**src/pkg/umcs_pkg.sv**
```systemverilog
// Package with offsets, fields, reset values and carriers of the modem block.
package umcs_pkg;

    // Register offsets on the 3-bit register port.
    localparam logic [2:0] OFS_DIV_LO = 3'h0;
    localparam logic [2:0] OFS_DIV_HI = 3'h1;
    localparam logic [2:0] OFS_INT_EN = 3'h1;
    localparam logic [2:0] OFS_LINE_CTL = 3'h3;
    localparam logic [2:0] OFS_MDM_CTL = 3'h4;
    localparam logic [2:0] OFS_MDM_STS = 3'h6;

    // Modem control field positions.
    localparam int MC_DTR = 0;
    localparam int MC_RTS = 1;
    localparam int MC_GOA = 2;
    localparam int MC_GOB = 3;
    localparam int MC_LOOP = 4;
    localparam int MC_W = 5;

    // Modem status field positions.
    localparam int MS_CTS_CHG = 0;
    localparam int MS_DSR_CHG = 1;
    localparam int MS_RI_TRAIL = 2;
    localparam int MS_DCD_CHG = 3;

    // Line control and interrupt enable field positions.
    localparam int LC_DIV_ACC = 7;
    localparam int IE_MODEM = 3;
    localparam int IE_W = 4;

    // Reset values.
    localparam logic [4:0] MC_RST = 5'h00;
    localparam logic [3:0] IE_RST = 4'h0;
    localparam logic LC_ACC_RST = 1'b0;
    localparam logic [15:0] DIV_RST = 16'h0000;
    localparam logic [4:0] SYNC_RST = 5'h1F;

    // Modem input states in status bit order, bit 7 downward.
    typedef struct packed {
        logic dcd;
        logic ri;
        logic dsr;
        logic cts;
    } umcs_mdm_t;

endpackage

```
**src/rtl/umcs_baud_gen.sv**
```systemverilog
// Reloadable down counter that makes the 16x baud tick.
`timescale 1ns/10ps
module umcs_baud_gen
#(
    parameter int DIV_W = 16
)
(
    input wire logic core_clk_i,
    input wire logic reset_i,
    input wire logic [DIV_W-1:0] divisor_i,
    input wire logic reload_i,
    output logic tick_o
);

    logic [DIV_W-1:0] count_ff;
    logic tick_ff;
    logic at_end;

    // A single wide counter cannot serve widths below two bits.
    if (DIV_W < 2)
    begin
        $error("umcs_baud_gen: DIV_W must be at least 2.");
    end

    // A zero divisor is not legal, so the counter simply parks.
    assign at_end = (count_ff <= {{(DIV_W-1){1'b0}}, 1'b1});

    ////////////////////////////////////////////////////////////////////////
    // A write to the divisor reloads at once so a long count never lingers.
    always_ff @(posedge core_clk_i)
    begin
        if (reset_i)
            count_ff <= '0;
        else if (reload_i)
            count_ff <= divisor_i;
        else if (divisor_i == '0)
            count_ff <= '0;
        else if (at_end)
            count_ff <= divisor_i;
        else
            count_ff <= count_ff - {{(DIV_W-1){1'b0}}, 1'b1};
    end

    // One tick per terminal count gives one tick every divisor cycles.
    always_ff @(posedge core_clk_i)
    begin
        if (reset_i)
            tick_ff <= 1'b0;
        else
            tick_ff <= !reload_i && (divisor_i != '0) && at_end;
    end

    assign tick_o = tick_ff;
endmodule

```
**src/rtl/umcs_top.sv**
```systemverilog
// Modem control, modem status and baud divisor logic of a serial controller.
//
// Operation
// Modem control bits 0-3 drive DTR, RTS, outputs A and B low when set.
// Modem control bits 5-7 always read back as zero.
// Loopback bit 4 forces serial output to mark and ignores serial input.
// In loopback the transmit shift output feeds the receive shift input.
// In loopback modem input pins are ignored; control bits replace them.
// In loopback all four modem output pins sit high, inactive.
// Loopback status shows RTS as CTS, DTR as DSR, A as RI, B as DCD.
// Loopback modem interrupt uses control bits, still gated by enable.
// Status bits 4-7 are the inverted CTS, DSR, RI, DCD pins, live.
// CTS, DSR and DCD change flags set on any level change.
// Ring flag sets only when the RI pin goes low to high.
// Reading modem status clears the change flags, not the live bits.
// Interrupt enable bit 3 raises the interrupt on any modem change.
// Change during read: set flag ignores it, clear flag records after.
// Status flags cannot set during a status read; set after it ends.
// Flag already set and recurring during read is cleared at read end.
// Baud generator divides the clock by divisor 1-65535 for 16x rate.
// Divisor is 16 bits across a low byte and a high byte latch.
// Writing either divisor byte reloads the baud counter at once.
// Software programs both divisor bytes before serial transfers.
// Divisor access bit 7 selects divisor bytes at shared offsets.
// Counter counts down, ticks at terminal count and reloads divisor.
`timescale 1ns/10ps
module umcs_top
#(
    parameter int DIV_W = 16
)
(
    input wire logic core_clk_i,
    input wire logic reset_i,
    input wire logic [2:0] reg_addr_i,
    input wire logic [7:0] reg_wdata_i,
    input wire logic reg_wr_i,
    input wire logic reg_rd_i,
    output logic [7:0] reg_rdata_o,
    input wire logic cts_n_i,
    input wire logic dsr_n_i,
    input wire logic ri_n_i,
    input wire logic dcd_n_i,
    output logic dtr_n_o,
    output logic rts_n_o,
    output logic general_output_a_n_o,
    output logic general_output_b_n_o,
    input wire logic serial_in_i,
    input wire logic tx_shift_i,
    output logic serial_out_o,
    output logic rx_shift_o,
    output logic divisor_access_bit_o,
    output logic baud_tick_o,
    output logic interrupt_out_o
);

    // The divisor is exactly two byte latches wide.
    if (DIV_W != 16)
    begin
        $error("umcs_top: DIV_W must be 16.");
    end

    ////////////////////////////////////////////////////////////////////////
    // Declarations.
    logic [umcs_pkg::MC_W-1:0] modem_control_reg_ff;
    logic [umcs_pkg::IE_W-1:0] interrupt_enable_reg_ff;
    logic divisor_access_bit_ff;
    logic [DIV_W-1:0] divisor_ff;
    logic baud_reload_ff;
    logic [4:0] sync1_ff;
    logic [4:0] sync2_ff;
    logic [4:0] sync3_ff;
    logic [4:0] pin_filt_ff;
    umcs_pkg::umcs_mdm_t live;
    umcs_pkg::umcs_mdm_t live_ff;
    logic [3:0] change_ev;
    logic [3:0] chg_flags_ff;
    logic [3:0] pend_ff;
    logic [7:0] rdata_ff;
    logic dtr_n_ff;
    logic rts_n_ff;
    logic goa_n_ff;
    logic gob_n_ff;
    logic serial_out_ff;
    logic rx_shift_ff;
    logic int_ff;
    logic loop_on;
    logic sel_div_lo;
    logic sel_div_hi;
    logic sel_int_en;
    logic sel_line_ctl;
    logic sel_mdm_ctl;
    logic sel_mdm_sts;
    logic sts_rd;

    // Matches an offset and the divisor access state it needs.
    function automatic logic umcs_hit(input logic [2:0] addr,
                                      input logic [2:0] ofs,
                                      input logic acc_need,
                                      input logic acc_now,
                                      input logic acc_care);
        umcs_hit = (addr == ofs) && (!acc_care || (acc_now == acc_need));
    endfunction

    assign loop_on = modem_control_reg_ff[umcs_pkg::MC_LOOP];

    ////////////////////////////////////////////////////////////////////////
    // Address decode; the shared offsets depend on the access bit.
    always_comb
    begin
        sel_div_lo = 1'b0;
        sel_div_hi = 1'b0;
        sel_int_en = 1'b0;
        sel_line_ctl = 1'b0;
        sel_mdm_ctl = 1'b0;
        sel_mdm_sts = 1'b0;
        if (umcs_hit(reg_addr_i, umcs_pkg::OFS_DIV_LO, 1'b1,
                     divisor_access_bit_ff, 1'b1))
            sel_div_lo = 1'b1;
        else if (umcs_hit(reg_addr_i, umcs_pkg::OFS_DIV_HI, 1'b1,
                          divisor_access_bit_ff, 1'b1))
            sel_div_hi = 1'b1;
        else if (umcs_hit(reg_addr_i, umcs_pkg::OFS_INT_EN, 1'b0,
                          divisor_access_bit_ff, 1'b1))
            sel_int_en = 1'b1;
        else if (umcs_hit(reg_addr_i, umcs_pkg::OFS_LINE_CTL, 1'b0,
                          divisor_access_bit_ff, 1'b0))
            sel_line_ctl = 1'b1;
        else if (umcs_hit(reg_addr_i, umcs_pkg::OFS_MDM_CTL, 1'b0,
                          divisor_access_bit_ff, 1'b0))
            sel_mdm_ctl = 1'b1;
        else if (umcs_hit(reg_addr_i, umcs_pkg::OFS_MDM_STS, 1'b0,
                          divisor_access_bit_ff, 1'b0))
            sel_mdm_sts = 1'b1;
    end

    assign sts_rd = reg_rd_i && sel_mdm_sts;

    ////////////////////////////////////////////////////////////////////////
    // Modem control; only five bits exist, so bits 5-7 cannot hold a one.
    always_ff @(posedge core_clk_i)
    begin
        if (reset_i)
            modem_control_reg_ff <= umcs_pkg::MC_RST;
        else if (reg_wr_i && sel_mdm_ctl)
            modem_control_reg_ff <= reg_wdata_i[umcs_pkg::MC_W-1:0];
    end

    // Access bit and interrupt enable bits.
    always_ff @(posedge core_clk_i)
    begin
        if (reset_i)
        begin
            divisor_access_bit_ff <= umcs_pkg::LC_ACC_RST;
            interrupt_enable_reg_ff <= umcs_pkg::IE_RST;
        end
        else
        begin
            if (reg_wr_i && sel_line_ctl)
                divisor_access_bit_ff <= reg_wdata_i[umcs_pkg::LC_DIV_ACC];
            if (reg_wr_i && sel_int_en)
                interrupt_enable_reg_ff <= reg_wdata_i[umcs_pkg::IE_W-1:0];
        end
    end

    // Divisor byte latches; either write also reloads the counter.
    always_ff @(posedge core_clk_i)
    begin
        if (reset_i)
        begin
            divisor_ff <= umcs_pkg::DIV_RST;
            baud_reload_ff <= 1'b0;
        end
        else
        begin
            if (reg_wr_i && sel_div_lo)
                divisor_ff[7:0] <= reg_wdata_i;
            if (reg_wr_i && sel_div_hi)
                divisor_ff[15:8] <= reg_wdata_i;
            baud_reload_ff <= reg_wr_i && (sel_div_lo || sel_div_hi);
        end
    end

    // The counter sees the new divisor in the same cycle as the reload.
    umcs_baud_gen #(
        .DIV_W(DIV_W)
    ) u_baud_generator (
        .core_clk_i(core_clk_i),
        .reset_i(reset_i),
        .divisor_i(divisor_ff),
        .reload_i(baud_reload_ff),
        .tick_o(baud_tick_o)
    );

    ////////////////////////////////////////////////////////////////////////
    // Pin inputs pass three stages; a bit changes once stages two and
    // three agree, which also rejects a single-cycle glitch.
    always_ff @(posedge core_clk_i)
    begin
        if (reset_i)
        begin
            sync1_ff <= umcs_pkg::SYNC_RST;
            sync2_ff <= umcs_pkg::SYNC_RST;
            sync3_ff <= umcs_pkg::SYNC_RST;
            pin_filt_ff <= umcs_pkg::SYNC_RST;
        end
        else
        begin
            sync1_ff <= {serial_in_i, dcd_n_i, ri_n_i, dsr_n_i, cts_n_i};
            sync2_ff <= sync1_ff;
            sync3_ff <= sync2_ff;
            for (int i = 0; i < 5; i++)
                if (sync2_ff[i] == sync3_ff[i])
                    pin_filt_ff[i] <= sync3_ff[i];
        end
    end

    // Live status: inverted pins, or the control bits in loopback.
    always_comb
    begin
        if (loop_on)
        begin
            live.cts = modem_control_reg_ff[umcs_pkg::MC_RTS];
            live.dsr = modem_control_reg_ff[umcs_pkg::MC_DTR];
            live.ri = modem_control_reg_ff[umcs_pkg::MC_GOA];
            live.dcd = modem_control_reg_ff[umcs_pkg::MC_GOB];
        end
        else
        begin
            live = ~umcs_pkg::umcs_mdm_t'(pin_filt_ff[3:0]);
        end
    end

    always_ff @(posedge core_clk_i)
    begin
        if (reset_i)
            live_ff <= '0;
        else
            live_ff <= live;
    end

    // Change events; ring counts only status 1 to 0, the pin's rise.
    always_comb
    begin
        change_ev[umcs_pkg::MS_CTS_CHG] = live.cts ^ live_ff.cts;
        change_ev[umcs_pkg::MS_DSR_CHG] = live.dsr ^ live_ff.dsr;
        change_ev[umcs_pkg::MS_RI_TRAIL] = live_ff.ri & ~live.ri;
        change_ev[umcs_pkg::MS_DCD_CHG] = live.dcd ^ live_ff.dcd;
    end

    ////////////////////////////////////////////////////////////////////////
    // Change flags. Setting is held off during the read cycle; a change
    // on a clear flag lands one cycle later, a change on a set flag is
    // dropped and the flag still clears.
    always_ff @(posedge core_clk_i)
    begin
        if (reset_i)
            chg_flags_ff <= 4'h0;
        else if (sts_rd)
            chg_flags_ff <= 4'h0;
        else
            chg_flags_ff <= chg_flags_ff | change_ev | pend_ff;
    end

    // A pending change survives back-to-back reads, so it is never lost.
    always_ff @(posedge core_clk_i)
    begin
        if (reset_i)
            pend_ff <= 4'h0;
        else if (sts_rd)
            pend_ff <= pend_ff | (change_ev & ~chg_flags_ff);
        else
            pend_ff <= 4'h0;
    end

    // Modem interrupt request, gated by its enable in every mode.
    always_ff @(posedge core_clk_i)
    begin
        if (reset_i)
            int_ff <= 1'b0;
        else
            int_ff <= interrupt_enable_reg_ff[umcs_pkg::IE_MODEM]
                      && (chg_flags_ff != 4'h0);
    end

    ////////////////////////////////////////////////////////////////////////
    // Pins leave from flops; loopback parks outputs inactive and marking.
    always_ff @(posedge core_clk_i)
    begin
        if (reset_i)
        begin
            dtr_n_ff <= 1'b1;
            rts_n_ff <= 1'b1;
            goa_n_ff <= 1'b1;
            gob_n_ff <= 1'b1;
        end
        else
        begin
            dtr_n_ff <= loop_on
                        || !modem_control_reg_ff[umcs_pkg::MC_DTR];
            rts_n_ff <= loop_on
                        || !modem_control_reg_ff[umcs_pkg::MC_RTS];
            goa_n_ff <= loop_on
                        || !modem_control_reg_ff[umcs_pkg::MC_GOA];
            gob_n_ff <= loop_on
                        || !modem_control_reg_ff[umcs_pkg::MC_GOB];
        end
    end

    // Serial path: in loopback transmit data goes straight to receive.
    always_ff @(posedge core_clk_i)
    begin
        if (reset_i)
        begin
            serial_out_ff <= 1'b1;
            rx_shift_ff <= 1'b1;
        end
        else
        begin
            serial_out_ff <= loop_on || tx_shift_i;
            rx_shift_ff <= loop_on ? tx_shift_i : pin_filt_ff[4];
        end
    end

    ////////////////////////////////////////////////////////////////////////
    // Read data stand for one cycle only; unmapped offsets read zero.
    always_ff @(posedge core_clk_i)
    begin
        if (reset_i)
            rdata_ff <= 8'h00;
        else if (!reg_rd_i)
            rdata_ff <= 8'h00;
        else if (sel_div_lo)
            rdata_ff <= divisor_ff[7:0];
        else if (sel_div_hi)
            rdata_ff <= divisor_ff[15:8];
        else if (sel_int_en)
            rdata_ff <= {4'h0, interrupt_enable_reg_ff};
        else if (sel_line_ctl)
            rdata_ff <= {divisor_access_bit_ff, 7'h00};
        else if (sel_mdm_ctl)
            rdata_ff <= {3'h0, modem_control_reg_ff};
        else if (sel_mdm_sts)
            rdata_ff <= {live_ff, chg_flags_ff};
        else
            rdata_ff <= 8'h00;
    end

    assign reg_rdata_o = rdata_ff;
    assign dtr_n_o = dtr_n_ff;
    assign rts_n_o = rts_n_ff;
    assign general_output_a_n_o = goa_n_ff;
    assign general_output_b_n_o = gob_n_ff;
    assign serial_out_o = serial_out_ff;
    assign rx_shift_o = rx_shift_ff;
    assign divisor_access_bit_o = divisor_access_bit_ff;
    assign interrupt_out_o = int_ff;
endmodule

```
**config.mk**
```make
export PLATFORM = sky130hd
export DESIGN_NAME = umcs_top
export DESIGN_NICKNAME = d
export VERILOG_FILES = /design/src/pkg/umcs_pkg.sv /design/src/rtl/umcs_baud_gen.sv /design/src/rtl/umcs_top.sv
export SDC_FILE = /design/constraint.sdc
export NUM_CORES = 1
export LEC_CHECK = 0
export ABC_AREA = 1
export BUFFER_PORTS_ARGS = -buffer_cell sky130_fd_sc_hd__buf_2
export CAP_MARGIN = 5
export CORE_ASPECT_RATIO = 0.9
export CORE_MARGIN = 2
export CORE_UTILIZATION = 58
export DETAILED_ROUTE_END_ITERATION = 7
export GPL_TIMING_DRIVEN = 0
export HOLD_SLACK_MARGIN = 0.12
export PLACE_DENSITY_LB_ADDON = 0.15
export SLEW_MARGIN = 20
export SYNTH_ARGS = -nofsm -noshare
export SYNTH_HDL_FRONTEND = slang
export SYNTH_SLANG_ARGS = --single-unit
```
**constraint.sdc**
```tcl
create_clock -name core_clk_i -period 1.95 [get_ports core_clk_i]
set_clock_uncertainty 0.1 [all_clocks]
set_input_delay 0 -clock core_clk_i [delete_from_list [all_inputs] [get_ports core_clk_i]]
set_output_delay 0 -clock core_clk_i [all_outputs]
set_load 0.02 [all_outputs]
```
==> flow_summary_export.csv, run 1 <==
group,metric,value,unit
route,drc,0,
timing,fmax,525,MHz
clocking,clock_sinks,91,
floorplan,die_x,91.1,um
worst_setup_path,end_kind,"register",
place,gp_congestion,0.938,
synthesis,synth_warnings,0,
timing,slew_viol_final,0,
synthesis,synth_area_leaders,"dfxtp_1, nand2_1, a21oi_1",
power_and_ir_drop,p_comb_share,6.1,%
final_layout,final_nets,644,
worst_setup_path,worst-path-buf-inv,3,
power_and_ir_drop,intPower,0.00246,W
synthesis,syn_area_per_cell,7.27,um^2
floorplan,die_area,7510,um^2
clocking,clkLatencyLatePin,370,ps
status,status,"finished clean",
synthesis,ys_ff_latch,91,
place,hpwl,7300,um
worst_setup_path,slowest_stage,"dlygate4sd3_1",
timing,setup-tns-final,0,ps
worst_hold_path,min_path_cells,3,
route,drtAntennaViolNets,0,
synthesis,syn_inst,545,
final_layout,diodes,0,
synthesis,syn_nets,568,
clocking,clkTransAtPathRegs,100,ps
worst_hold_path,hold_class,"in2reg",
grt,grt_util_met2,45.4,%
grt,track_usage,28.1,%
synthesis,synth_top_cell_area_share,46.0,%
grt,grt_start_max_net_pins,19,
floorplan,rows,28,
grt,met1_usage,38.4,%
job,maxCapViolCount,0,
power_and_ir_drop,p_sw,0.000889,W
route,drt-pass1-iter-count,5,
route,route.detailed.wl_per_inst,14.4,um
worst_setup_path,cpLargestDelayFamily,"buffers and inverters",
clocking,cts_buffers,9,
grt,busiest_layer,"met2",
place,io_buffers,35,
worst_setup_path,cp-start-kind,"register",
floorplan,die_height,82.4,um
final_layout,fin_area,4750,um^2
timing,max_slew.worst_pin.slew,579,ps
timing,hold_viol,0,
clocking,clockRootBuffer,"clkbuf_8",
worst_setup_path,cpMostUsedCell,"inv_2",
timing,slew_headroom,61.4,%
worst_setup_path,cp.required,2150,ps
timing,fin_crit_sh,97.7,%
timing,finalSetupViolCount,0,
power_and_ir_drop,switching_share,26.5,%
route,wirelength,10300,um
worst_setup_path,r2r_cells,7,
final_layout,drive_gt1_share,16.6,%
clocking,htree_levels,3,
grt,grt_antenna_before_repair,0,
worst_setup_path,cp.depth,7,
worst_setup_path,crit_arrival,2100,ps
power_and_ir_drop,finalPower,0.00335,W
route,routed_via_density,5.45,
grt,grt_overflow,0,
floorplan,start_util,60.2,%
clocking,clk_path_buf_depth,2,
power_and_ir_drop,clkPwrFrac,37.3,%
timing,min_period,1910,ps
grt,use_met3,6.62,%
synthesis,yosysSeqAreaShare,46.0,%
final_layout,post-route-util,72.1,%
final_layout,nFillCells,541,
grt,first_global_vias,3508,
floorplan,coreArea,6590,um^2
synthesis,synthDistinctLibCells,31,
power_and_ir_drop,p_leak,1.99,nW
place,dp.cells,670,
synthesis,yosysTopAreaCell,"dfxtp_1",
grt,grt_pass1_wl,16500,um
clocking,cts_tree,"built",
worst_setup_path,critPathKind,"reg2reg",
route,drt_iter0_drc,421,
power_and_ir_drop,p_seq_share,56.6,%
worst_setup_path,critPathMaxStageDelay,570,ps
worst_setup_path,path_cells,"inv_2 > nor2_1 > nand2_1 > inv_2 > nand3_1 > dlygate4sd3_1 > a21oi_1",
worst_setup_path,ff2ff_setup_slack,40,ps
worst_setup_path,crit_fanout,10,
final_layout,instances_no_fill,716,
place,place_area,4250,um^2
final_layout,syn2layout_area_growth,19.8,%
route,vias,3905,
synthesis,synth_area,3960,um^2
power_and_ir_drop,vdd_drop_max,0.548,mV
floorplan,ios,38,
power_and_ir_drop,power.density,706,nW/um^2
[path summary, 6_finish.rpt]
kind / startpoint / end
max: divisor_access_bit_o$_SDFFE_PP0P_ / divisor_ff[3]$_SDFFE_PP0P_
min: serial_in_i / sync1_ff[4]$_SDFF_PP1_
max reg2reg: divisor_access_bit_o$_SDFFE_PP0P_ / divisor_ff[3]$_SDFFE_PP0P_
min reg2reg: sync1_ff[2]$_SDFF_PP1_ / sync2_ff[2]$_SDFF_PP1_
[cells by family after synthesis]
kind of cell    synth area share, %
simple gates                   29.3
xor+xnor                       1.10
fa+ha+maj                     0.631
flops                          46.0
buf+inv                        7.95
compound gates                 15.1
[layout make-up]
class	instances	area, um^2	area share [%]
clock inverters	7	67.6	1.42
plain buffers	19	95.1	2.00
multi-input cells	376	1840	38.8
flip-flops and latches	91	1820	38.4
clock buffers	9	124	2.61
repair buffers	65	460	9.70
well taps	90	113	2.37
inverters	59	221	4.67
[through the flow]
step	hold slack, ps	setup WS (ps)
6_report	243	44.9
5_1_grt	242	-36.9
4_1_cts	235	48.2
3_5_place_dp	83.5	67.6
3_3_place_gp	83.2	101
2_1_floorplan	3.81	316
[power groups by stage]
stage | clock network, W | logic (W) | registers (W)
global placement | 0 | 0.000157 | 0.00194
finish | 0.00125 | 0.000204 | 0.00190
detailed placement | 0 | 0.000161 | 0.00194
CTS | 0.00126 | 0.000195 | 0.00190
floorplan | 0 | 0.0000887 | 0.00194
global route | 0.00133 | 0.000223 | 0.00190
[layout by cell type, fill, tap and decap left out, types with 6 or more instances in the layout]
cell,count
nand3_1,45
buf_2,38
nand2_1,126
clkbuf_1,12
nor2_4,6
buf_4,7
inv_1,56
or2_2,16
dlygate4sd3_1,24
dfxtp_1,90
nor2_1,49
a21oi_1,54
o21ai_0,40
clkbuf_8,9
[sequential cells by signal (all words and copies together) (netlist names)]
name,count
sync1_ff,5
u_baud_generator.tick_o,1
rx_shift_o,1
serial_out_o,1
divisor_ff,16
pend_ff,4
baud_reload_ff,1
interrupt_out_o,1
general_output_a_n_o,1
general_output_b_n_o,1
u_baud_generator.count_ff,16
sync3_ff,5
interrupt_enable_reg_ff,4
live_ff,4
dtr_n_o,1
sync2_ff,5
chg_flags_ff,4
pin_filt_ff,5
divisor_access_bit_o,1
reg_rdata_o,8
rts_n_o,1
modem_control_reg_ff,5
[routing by layer]
layer / vias up / routed length [um]
met1: 1799 / 4660
met5: - / 0
met3: 19 / 928
met2: 175 / 4560
li1: 1912 / -
met4: 0 / 144
[Yosys cell counts (all sizes together)]
| master | instances |
|---|---|
| buf | 6 |
| ha | 2 |
| o211ai | 2 |
| nor4 | 1 |
| o21ai | 43 |
| o22ai | 1 |
| nor2 | 58 |
| or2 | 16 |
| xnor2 | 2 |
| xor2 | 3 |
| nand3 | 49 |
| a31oi | 4 |
| nand2 | 130 |
| dfxtp | 91 |
| nor3 | 3 |
| inv | 59 |
| clkbuf | 13 |
| o31ai | 3 |
| a21oi | 56 |
| a41oi | 3 |
[worst reg2reg max path, stage by stage (launching register included)]
cell and delay [ps]:
dfxtp_1 450, inv_2 80, nor2_1 120, nand2_1 110, inv_2 170, nand3_1 90
dlygate4sd3_1 570, a21oi_1 140
[what timing repair did]
| action | CTS | global route |
|---|---|---|
| setup buffers | 0 | 6 |
| endpoints found under the setup margin | 0 | 19 |
| hold endpoints to repair | 50 | 0 |
| hold buffers | 24 | 0 |
| gates resized for setup | 0 | 7 |
No activity file was read; power rests on OpenSTA's default activity.
==> run 2, diff against run 1 <==
Clock period 1.95 ns to 2 ns, I/O delays scaled along.
==> run 2 against run 1 <==
Sequential power down 3%. Via count increased by 0.23%. First-iteration DRC count fell by 12%. Register-to-register slack improved by 120 ps. Setup slack improved by 90 ps. Critical path type is now in2reg. Highest routed layer unchanged.
==> flow_summary_export.csv, run 2 (synthesis gave the netlist of run 1 again) <==
group,metric,value,unit
status,status,"finished clean",
floorplan,coreArea,6590,um^2
clocking,clockRootBuffer,"clkbuf_8",
floorplan,die_height,82.4,um
floorplan,die_x,91.1,um
timing,fin_ws,135,ps
route,drt-pass1-iter-count,6,
worst_setup_path,crit_fanout,8,
timing,fin_crit_sh,93.2,%
grt,grt_start_max_net_pins,19,
route,drc,0,
floorplan,ios,38,
worst_setup_path,crit_arrival,2060,ps
clocking,clk_path_buf_depth,2,
floorplan,start_util,60.2,%
clocking,cts_tree,"built",
timing,hold_viol,0,
place,place_ws,118,ps
final_layout,drive_gt1_share,16.3,%
grt,grt_pass1_wl,16500,um
power_and_ir_drop,vdd_drop_max,0.544,mV
route,route.detailed.wl_per_inst,14.2,um
final_layout,final_nets,644,
timing,slew_headroom,61.9,%
timing,slew_viol_final,0,
clocking,htree_levels,3,
worst_setup_path,cp.required,2200,ps
grt,first_global_vias,3508,
timing,max_slew.worst_pin.slew,571,ps
clocking,clkLatencyLatePin,370,ps
final_layout,final_common_cell,"nand2_1",
place,io_buffers,35,
clocking,clkTransAtPathRegs,100,ps
floorplan,die_area,7510,um^2
route,wirelength,10200,um
timing,setup-tns-final,0,ps
grt,grt_overflow,0,
grt,track_usage,28.1,%
power_and_ir_drop,power.density,690,nW/um^2
worst_setup_path,end_kind,"register",
route,drt_iter0_drc,372,
timing,finalSetupViolCount,0,
timing,min_period,1860,ps
worst_setup_path,cp-start-kind,"primary input",
power_and_ir_drop,p_leak,1.99,nW
place,hpwl,7300,um
final_layout,diodes,0,
route,vias,3914,
clocking,cts_buffers,9,
worst_hold_path,hold_class,"in2reg",
timing,rsz0062_at_grt,"no",
job,maxCapViolCount,0,
floorplan,rows,28,
route,routed_via_density,5.47,
grt,grt_antenna_before_repair,0,
route,drtAntennaViolNets,0,
clocking,clock_sinks,91,
final_layout,syn2layout_area_growth,19.3,%
timing,fmax,536,MHz
worst_setup_path,critPathKind,"in2reg",
final_layout,layout_common_cells,"nand2_1, dfxtp_1, inv_1",
place,gp_congestion,0.938,
-- run 2: cell types whose count changed in the layout (fill, tap and decap cells not counted) --
cell / previous run / this run
o21ai_2: 0 / 1
nor2_2: 3 / 4
a21oi_1: 54 / 55
inv_2: 3 / 2
inv_1: 56 / 57
o21ai_4: 1 / 0
nor2_4: 6 / 5
a21oi_2: 2 / 1
-- run 2: power breakdown --
part	switching [W]	internal [W]
Sequential	0.0000140	0.00184
Combinational	0.000119	0.0000787
Clock	0.000728	0.000486
-- run 2: worst max-delay path: stages --
cell           delay [ps]
dlygate4sd3_1         540
buf_2                 150
nor2_1                170
nand2_1               120
nor2_2                270
nand3_1               100
dlygate4sd3_1         570
a21oi_1               140
-- run 2: cell type report --
cell class,count,area [um^2]
inverter,59,221
sequential,91,1820
timing repair buffer,65,460
clock buffer,9,124
buffer,19,95.1
multi-input combinational,376,1830
fill,547,1860
tap,90,113
clock inverter,7,67.6
-- run 2: per-layer routing --
| metal | global-route usage [%] | routed length (um) | up-vias | part of all wire (%) |
|---|---|---|---|---|
| li1 | - | - | 1919 | - |
| met1 | 38.4 | 4420 | 1781 | 44 |
| met2 | 45.4 | 4460 | 195 | 44 |
| met3 | 6.62 | 1120 | 19 | 11 |
| met4 | 7.58 | 155 | 0 | 1.5 |
| met5 | 0 | 0 | - | 0 |
-- run 2: metrics by stage --
step                cell area (um^2)  hold slack [ps]  total power (W)  utilization, %  cells
finish                          4730              247          0.00326            71.8    716
global route                    4730              242          0.00337            71.8    716
CTS                             4680              235          0.00327            71.1    710
detailed placement              4250             83.5          0.00205            64.6    670
global placement                4250             83.2          0.00204            64.6    670
floorplan                       3960             3.81          0.00198               -    545
-- run 2: path summary, 6_finish.rpt --
check	start	to	slack (ps)	cells past startpoint
worst max register to register	u_baud_generator.count_ff[0]$_SDFF_PP0_	u_baud_generator.count_ff[2]$_SDFF_PP0_	160	10
worst min register to register	sync1_ff[2]$_SDFF_PP1_	sync2_ff[2]$_SDFF_PP1_	320	1
worst min-delay path	serial_in_i	sync1_ff[4]$_SDFF_PP1_	250	3
worst max-delay path	reg_addr_i[2]	interrupt_enable_reg_ff[0]$_SDFFE_PP0P_	140	8
-- run 2: what timing repair did --
action | CTS | global route
hold buffers | 24 | 0
endpoints found under the hold margin | 50 | 0
setup endpoints to repair | 0 | 12
setup buffers | 0 | 6
resized for setup | 0 | 3
